**src/hdl/bac_pkg.sv**
```systemverilog
// constants for the bridge arbitration, error-mask and clock-gating registers
`default_nettype none
package bac_pkg;
  // configuration dword addresses
  localparam logic [7:0] ARB_DWORD = 8'h40;
  localparam logic [7:0] ARB_OFFSET = 8'h42;
  localparam logic [7:0] ERR_DWORD = 8'h64;
  localparam logic [7:0] CLK_DWORD = 8'h68;
  // priority group field
  localparam int ARB_LSB = 16;
  localparam int ARB_W = 10;
  localparam logic [9:0] ARB_RESET = 10'h200;
  // error-report disable field, bits 6:1 of its dword
  localparam int ERR_LSB = 1;
  localparam int ERR_W = 6;
  localparam logic [5:0] ERR_RESET = 6'h00;
  // clock gating field, bits 8:0 of its dword
  localparam int CLK_W = 9;
  localparam int CLK_NUM = 5;
  localparam logic [8:0] CLK_RESET = 9'h000;
  localparam int CLK_RSV_LSB = 9;
  localparam logic [4:0] CLK_RSV_VAL = 5'h1f;
endpackage : bac_pkg
`default_nettype wire

```
**src/hdl/bac_cfg_if.sv**
```systemverilog
// carrier for register fields handed from the bank to the gating modules
`default_nettype none
interface bac_cfg_if;
  logic [5:0] err_dis;
  logic [4:0] clk_stop;
  modport bank (output err_dis, output clk_stop);
  modport serr (input err_dis);
  modport clkg (input clk_stop);
endinterface : bac_cfg_if
`default_nettype wire

```
**src/hdl/bac_bridge_cfg.sv**
```systemverilog
// configuration bank: arbiter groups, error-report disables, clock gating
// Notes on behaviour
// - ten-bit group field, requesters low, bridge top
// - bit 0 low group, 1 high group
// - reset puts only bridge in high group
// - reserved priority and disable bits read zero
// - error reported only if unmasked and enabled
// - bit 1 masks posted write parity error
// - bit 2 masks posted write nondelivery
// - bits 3,4 mask target/master abort
// - bit 5 masks delayed write nondelivery
// - bit 6 masks delayed read no data
// - clocks 0-3 stop only when both bits set
// - secondary reset clears two-bit gating fields
// - clock 4 single bit, cleared on reset
// - reserved gating bits 13:9 read ones, bits 31:14 read zero, unwritable
`default_nettype none
module bac_bridge_cfg (
  input wire logic sys_clk,
  input wire logic resetn,
  input wire logic cfg_wr,
  input wire logic cfg_rd,
  input wire logic [7:0] cfg_dword,
  input wire logic [3:0] cfg_be_n,
  input wire logic [31:0] cfg_wdata,
  output logic [31:0] cfg_rdata,
  output logic cfg_ack,
  input wire logic sec_bus_rst,
  input wire logic serr_enable,
  input wire logic [5:0] err_event,
  output logic serr_req,
  input wire logic sec_clk_src,
  output logic [4:0] sec_clk,
  output logic [9:0] prio_high
);
  logic [9:0] arb_ff;
  logic [9:0] nxt_arb;
  logic [5:0] dis_ff;
  logic [5:0] nxt_dis;
  logic [8:0] clk_ff;
  logic [8:0] nxt_clk;
  logic [31:0] rdata_ff;
  logic [31:0] nxt_rdata;
  logic ack_ff;
  logic nxt_ack;
  logic [3:0] be;
  logic hit_arb;
  logic hit_err;
  logic hit_clk;

  bac_cfg_if cfg ();

  assign be = ~cfg_be_n;
  assign hit_arb = (cfg_dword == bac_pkg::ARB_DWORD);
  assign hit_err = (cfg_dword == bac_pkg::ERR_DWORD);
  assign hit_clk = (cfg_dword == bac_pkg::CLK_DWORD);

  always_comb begin
    nxt_arb = arb_ff;
    nxt_dis = dis_ff;
    nxt_clk = clk_ff;
    if (cfg_wr && hit_arb) begin
      // field spans bytes 2 and 3
      if (be[2]) begin
        nxt_arb[7:0] = cfg_wdata[bac_pkg::ARB_LSB +: 8];
      end
      if (be[3]) begin
        nxt_arb[9:8] = cfg_wdata[bac_pkg::ARB_LSB + 8 +: 2];
      end
    end
    if (cfg_wr && hit_err && be[0]) begin
      nxt_dis = cfg_wdata[bac_pkg::ERR_LSB +: bac_pkg::ERR_W];
    end
    if (cfg_wr && hit_clk) begin
      if (be[0]) begin
        nxt_clk[7:0] = cfg_wdata[7:0];
      end
      // only bit 8 of byte 1 is writable
      if (be[1]) begin
        nxt_clk[8] = cfg_wdata[8];
      end
    end
    // secondary reset wins over a write
    if (sec_bus_rst) begin
      nxt_clk = bac_pkg::CLK_RESET;
    end
  end

  always_comb begin
    nxt_rdata = '0;
    nxt_ack = cfg_wr | cfg_rd;
    if (cfg_rd) begin
      if (hit_arb) begin
        nxt_rdata[bac_pkg::ARB_LSB +: bac_pkg::ARB_W] = arb_ff;
      end
      if (hit_err) begin
        nxt_rdata[bac_pkg::ERR_LSB +: bac_pkg::ERR_W] = dis_ff;
      end
      if (hit_clk) begin
        nxt_rdata[8:0] = clk_ff;
        nxt_rdata[bac_pkg::CLK_RSV_LSB +: 5] = bac_pkg::CLK_RSV_VAL;
      end
    end
  end

  always_ff @(posedge sys_clk or negedge resetn) begin
    if (!resetn) begin
      arb_ff <= bac_pkg::ARB_RESET;
      dis_ff <= bac_pkg::ERR_RESET;
      clk_ff <= bac_pkg::CLK_RESET;
      rdata_ff <= '0;
      ack_ff <= 1'b0;
    end else begin
      arb_ff <= nxt_arb;
      dis_ff <= nxt_dis;
      clk_ff <= nxt_clk;
      rdata_ff <= nxt_rdata;
      ack_ff <= nxt_ack;
    end
  end

  // a set bit means high priority group
  assign prio_high = arb_ff;
  assign cfg.err_dis = dis_ff;

  genvar g;
  generate
    for (g = 0; g < 4; g++) begin : g_pair
      // stop only when both bits are one
      assign cfg.clk_stop[g] = &clk_ff[2*g +: 2];
    end
  endgenerate
  assign cfg.clk_stop[4] = clk_ff[8];

  bac_serr_gate u_serr (
    .sys_clk(sys_clk),
    .resetn(resetn),
    .cfg(cfg.serr),
    .serr_enable(serr_enable),
    .err_event(err_event),
    .serr_req(serr_req)
  );

  bac_clk_gate #(
    .NUM(bac_pkg::CLK_NUM)
  ) u_clk (
    .sys_clk(sys_clk),
    .resetn(resetn),
    .cfg(cfg.clkg),
    .clk_src(sec_clk_src),
    .sec_clk(sec_clk)
  );

  assign cfg_rdata = rdata_ff;
  assign cfg_ack = ack_ff;
endmodule : bac_bridge_cfg
`default_nettype wire

```
**src/hdl/bac_serr_gate.sv**
```systemverilog
// masks error events onto the primary system-error request
`default_nettype none
module bac_serr_gate (
  input wire logic sys_clk,
  input wire logic resetn,
  bac_cfg_if.serr cfg,
  input wire logic serr_enable,
  input wire logic [5:0] err_event,
  output logic serr_req
);
  logic serr_ff;
  logic nxt_serr;

  always_comb begin
    nxt_serr = serr_enable & (|(err_event & ~cfg.err_dis));
  end

  always_ff @(posedge sys_clk or negedge resetn) begin
    if (!resetn) begin
      serr_ff <= 1'b0;
    end else begin
      serr_ff <= nxt_serr;
    end
  end

  assign serr_req = serr_ff;
endmodule : bac_serr_gate
`default_nettype wire

```
**src/hdl/bac_clk_gate.sv**
```systemverilog
// glitch-free stop/run control of the secondary clock outputs
`default_nettype none
module bac_clk_gate #(
  parameter int NUM = 5
) (
  input wire logic sys_clk,
  input wire logic resetn,
  bac_cfg_if.clkg cfg,
  input wire logic clk_src,
  output logic [NUM-1:0] sec_clk
);
  logic [NUM-1:0] stop_ff;
  logic [NUM-1:0] nxt_stop;
  logic [NUM-1:0] out_ff;
  logic [NUM-1:0] nxt_out;

  genvar g;
  generate
    for (g = 0; g < NUM; g++) begin : g_out
      always_comb begin
        nxt_stop[g] = clk_src ? cfg.clk_stop[g] : stop_ff[g];
        // a stopped output is held high
        nxt_out[g] = clk_src | nxt_stop[g];
      end
    end
  endgenerate

  always_ff @(posedge sys_clk or negedge resetn) begin
    if (!resetn) begin
      stop_ff <= '0;
      out_ff <= '1;
    end else begin
      stop_ff <= nxt_stop;
      out_ff <= nxt_out;
    end
  end

  assign sec_clk = out_ff;
endmodule : bac_clk_gate
`default_nettype wire

```
**config.mk**
```make
export PLATFORM = sky130hd
export DESIGN_NAME = bac_bridge_cfg
export DESIGN_NICKNAME = d
export VERILOG_FILES = /design/src/hdl/bac_pkg.sv /design/src/hdl/bac_cfg_if.sv /design/src/hdl/bac_bridge_cfg.sv /design/src/hdl/bac_serr_gate.sv /design/src/hdl/bac_clk_gate.sv
export SDC_FILE = /design/constraint.sdc
export NUM_CORES = 1
export LEC_CHECK = 0
export CORE_ASPECT_RATIO = 1.75
export CORE_MARGIN = 4
export CORE_UTILIZATION = 30
export CTS_CLUSTER_SIZE = 10
export DETAILED_ROUTE_END_ITERATION = 12
export DONT_BUFFER_PORTS = 1
export HOLD_SLACK_MARGIN = 0.03
export MAX_ROUTING_LAYER = met4
export PLACE_DENSITY = 0.48
export SYNTH_ARGS = -nofsm -noshare
export SYNTH_HDL_FRONTEND = slang
export SYNTH_SLANG_ARGS = --single-unit
export TNS_END_PERCENT = 20
```
**constraint.sdc**
```tcl
create_clock -name sys_clk -period 1.45 [get_ports sys_clk]
set_input_delay 0.0725 -clock sys_clk [delete_from_list [all_inputs] [get_ports sys_clk]]
set_output_delay 0.0725 -clock sys_clk [all_outputs]
set_load 0.005 [all_outputs]
```
==> flow_summary_export.csv <==
group,metric,value,unit
drt,drt_pre_antenna_iters,3,
yosys,syn_avg_cell_area,12.5,um2
clocking,post_cts_hold_buffer_count,31,
setup_path,rr_startpoint,"cfg.err_dis[1]",
timing,max-slew-margin-rel,66.8,%
layout,filler_cell_count,742,
drt,first_iter_violations,65,
layout,number_of_diodes_added_for_antenna_fixing,0,
power_and_ir_drop,leakage,1.41,nW
timing,setup_repair_after_global_routing_missed_its_margin,"no",
clocking,worst_case_clock_buffer_depth,2,
drt,wl_per_cell,17.1,um
grt,globalRoute.totalOverflow,0,
setup_path,cp.required,1.64,ns
hold_path,worst_hold_path.num_cells,3,
placed_design,dp_worst_setup_slack,-0.136,ns
hold_path,min_from,"err_event[4]",
placed_design,dp.final_hpwl,3950,um
yosys,synth_area,2390,um2
drt,vias_per_cell,4.62,
grt,grt_first_pass_wirelength,8710,um
job,maxCapViolations,0,
yosys,post_synth_most_frequent_cells,"sky130_fd_sc_hd__dfrtp_1 (51), sky130_fd_sc_hd__nand2b_1 (21), sky130_fd_sc_hd__mux2_2 (17)",
layout,nNetsFinal,289,
setup_path,reg2regPathDepth,2,
layout,layout-drive-gt1-share,24.1,%
placed_design,numPlacedInstances,278,
timing,hold_slack,0.0693,ns
yosys,post_synth_arst_share,100,%
run_status,outcome,"finished clean",
placed_design,port_buffer_count,0,
timing,fin_worst_skew,0.00498,ns
layout,finalNonFillerCells,325,
drt,num_vias,1503,
yosys,yosys_warnings,0,
yosys,synth_most_common_cell,"sky130_fd_sc_hd__dfrtp_1",
die,floorplan.core_area,7670,um2
yosys,synth_largest_area_cell,"sky130_fd_sc_hd__dfrtp_1",
grt,grt_antenna_before_repair,0,
clocking,clockRootBuffer,"sky130_fd_sc_hd__clkbuf_16",
clocking,htreeDepth,3,
layout,final_area,3100,um2
timing,final.setup.worst_slack,0.198,ns
timing,finalCriticalPeriod,1.25,ns
grt,globalRouteTotalUtil,13.0,%
timing,post_route_clock_period_utilization,86.3,%
timing,maxClockFrequency,0.799,GHz
setup_path,worstSetupPathType,"primary input to flip-flop",
clocking,clock_buffers_created_by_tritoncts,9,
setup_path,cp_top_family,"simple AND/OR/NAND/NOR gates",
die,start_util,31.2,%
clocking,numClockSinks,57,
setup_path,r2r_slack,0.59,ns
timing,final_count_of_pins_violating_max_slew,0,
grt,number_of_global_route_vias_before_repair,1660,
layout,final_core_util,40.4,%
clocking,cts_repair_resize_count,0,
layout,area_growth,29.5,%
yosys,ys_top_cells_by_area,"sky130_fd_sc_hd__dfrtp_1 (53%), sky130_fd_sc_hd__mux2_2 (8.0%), sky130_fd_sc_hd__dfstp_2 (6.6%)",
clocking,cts_post_setup_buffers_inserted,0,
clocking,worstSkewPairLatency,0.32,ns
setup_path,cp_slowest_cell,"sky130_fd_sc_hd__or4b_4",
yosys,synth_flop_cell,"sky130_fd_sc_hd__dfrtp_1",
drt,routed_wirelength,5560,um
yosys,synth_top_area_share,53.3,%
clocking,cts.clk_slew.worst_paths,0.05,ns
die,top_level_ports,106,
hold_path,hp-class,"primary input to flip-flop",
die,floorplan.die.height,126,um
yosys,synth_seq_cells,57,
die,die-area,9530,um2
placed_design,gp_congestion,0.767,
hold_path,hold_end,"u_serr.serr_req",
drt,drcViolationCount,0,
placed_design,placedInstanceArea,2490,um2
timing,timing.final.setup_violations,0,
yosys,synth_cell_type_count,30,
setup_path,cpPeakStageDelay,0.56,ns
timing,worst_pin_slew,0.496,ns
timing,timing.final.hold_violations,0,
die,die_width,75.5,um
die,num_rows,42,
setup_path,timing.critical_path.fanout_max,8,
setup_path,cp_data_arrival_time,1.45,ns
setup_path,critical_path.reg2reg.endpoint,"u_serr.serr_req",
yosys,synth-seq-area-share,59.9,%
setup_path,cp-start-kind,"primary input",
drt,antenna_left,0,
yosys,instance_count_of_the_mapped_netlist,192,
grt,grt_max_degree,58,
power_and_ir_drop,p_per_area,1220,nW/um2
power_and_ir_drop,power.ir.vdd_worst,0.000619,V
setup_path,worst-path-buf-inv,1,
yosys,count_of_flip_flops_with_a_built_in_enable_after_synthesis,0,
setup_path,end_kind,"flip-flop",
setup_path,crit_chain,"or4b_4 -> nor4_4 -> buf_4 -> mux2_2",
clocking,cts_tree,"yes",
[power by group]
group	internal, mW	leakage, nW	total, mW	switching [mW]
Sequential	1.62	0.768	1.64	0.0170
Combinational	0.105	0.511	0.194	0.0889
Clock	1.20	0.131	1.94	0.740
Total	2.93	1.41	3.77	0.846
[worst register-to-register path: stages, from the launching register on]
cell and delay (ns):
sky130_fd_sc_hd__dfrtp_1 0.37, sky130_fd_sc_hd__o22ai_1 0.10, sky130_fd_sc_hd__o31a_1 0.28
[state kept, by name, indices dropped and copies added, names as in the netlist, named ones only]
| register | count |
|---|---|
| cfg.err_dis | 6 |
| cfg_ack | 1 |
| cfg_rdata | 20 |
| clk_ff | 9 |
| prio_high | 10 |
| u_clk.sec_clk | 5 |
| u_clk.stop_ff | 1 |
| u_serr.serr_req | 1 |
[area by class of cell]
type	instances	area [um2]	share of cell area, %
inverters	10	37.5	1.21
flip-flops and latches	57	1430	46.2
repair buffers	39	400	12.9
clock inverters	6	41.3	1.33
multi-input cells	115	838	27.0
clock buffers	10	239	7.71
well taps	88	110	3.55
[metrics by stage]
step | power, mW | setup TNS (ns)
2_1_floorplan | 1.75 | -1.29
3_3_place_gp | 1.75 | -1.14
3_5_place_dp | 1.75 | -1.36
4_1_cts | 3.82 | 0
5_1_grt | 3.94 | 0
6_report | 3.77 | 0
[worst max-delay path by stage]
| stage | from | endpoint | depth (start not counted) |
|---|---|---|---|
| 2_1_floorplan | cfg_dword[1] | prio_high[0] | 3 |
| 3_3_place_gp | cfg_dword[1] | prio_high[8] | 4 |
| 3_5_place_dp | cfg_dword[1] | prio_high[1] | 4 |
| 4_1_cts | cfg_dword[1] | prio_high[1] | 4 |
| 5_1_grt | cfg_dword[1] | clk_ff[8] | 5 |
| 6_report | cfg_dword[1] | prio_high[6] | 4 |
[layer usage]
metal	track usage (%)	wire length, um	up-vias
met5	-	0	-
met4	6.80	118	0
met3	2.95	331	9
met2	21.6	3080	65
met1	13.9	2030	723
li1	-	-	706
[cells by family (layout without fill, tap and decap cells)]
kind of cell           Yosys count  after routing  synth area share [%]
and+or+nand+nor                 67             67                  18.1
DFF                             57             57                  59.9
buffers and inverters           27             65                  6.17
muxes                           26             26                  11.8
AOI/OAI and AO/OA               14             14                  3.87
other                            1              8                 0.157
[cells in the final DEF, fill, tap and decap left out, drive strengths merged, types with 5 or more instances in the layout]
cell type,instances
buf,9
a22oi,6
nand2b,21
dfrtp,51
nor2,7
mux2,17
inv,11
dfstp,6
mux2i,9
clkbuf,10
or2,6
conb,8
nand3,5
dlygate4sd3,30
and2,11
Note: power is estimated with default switching activity, not from simulation.
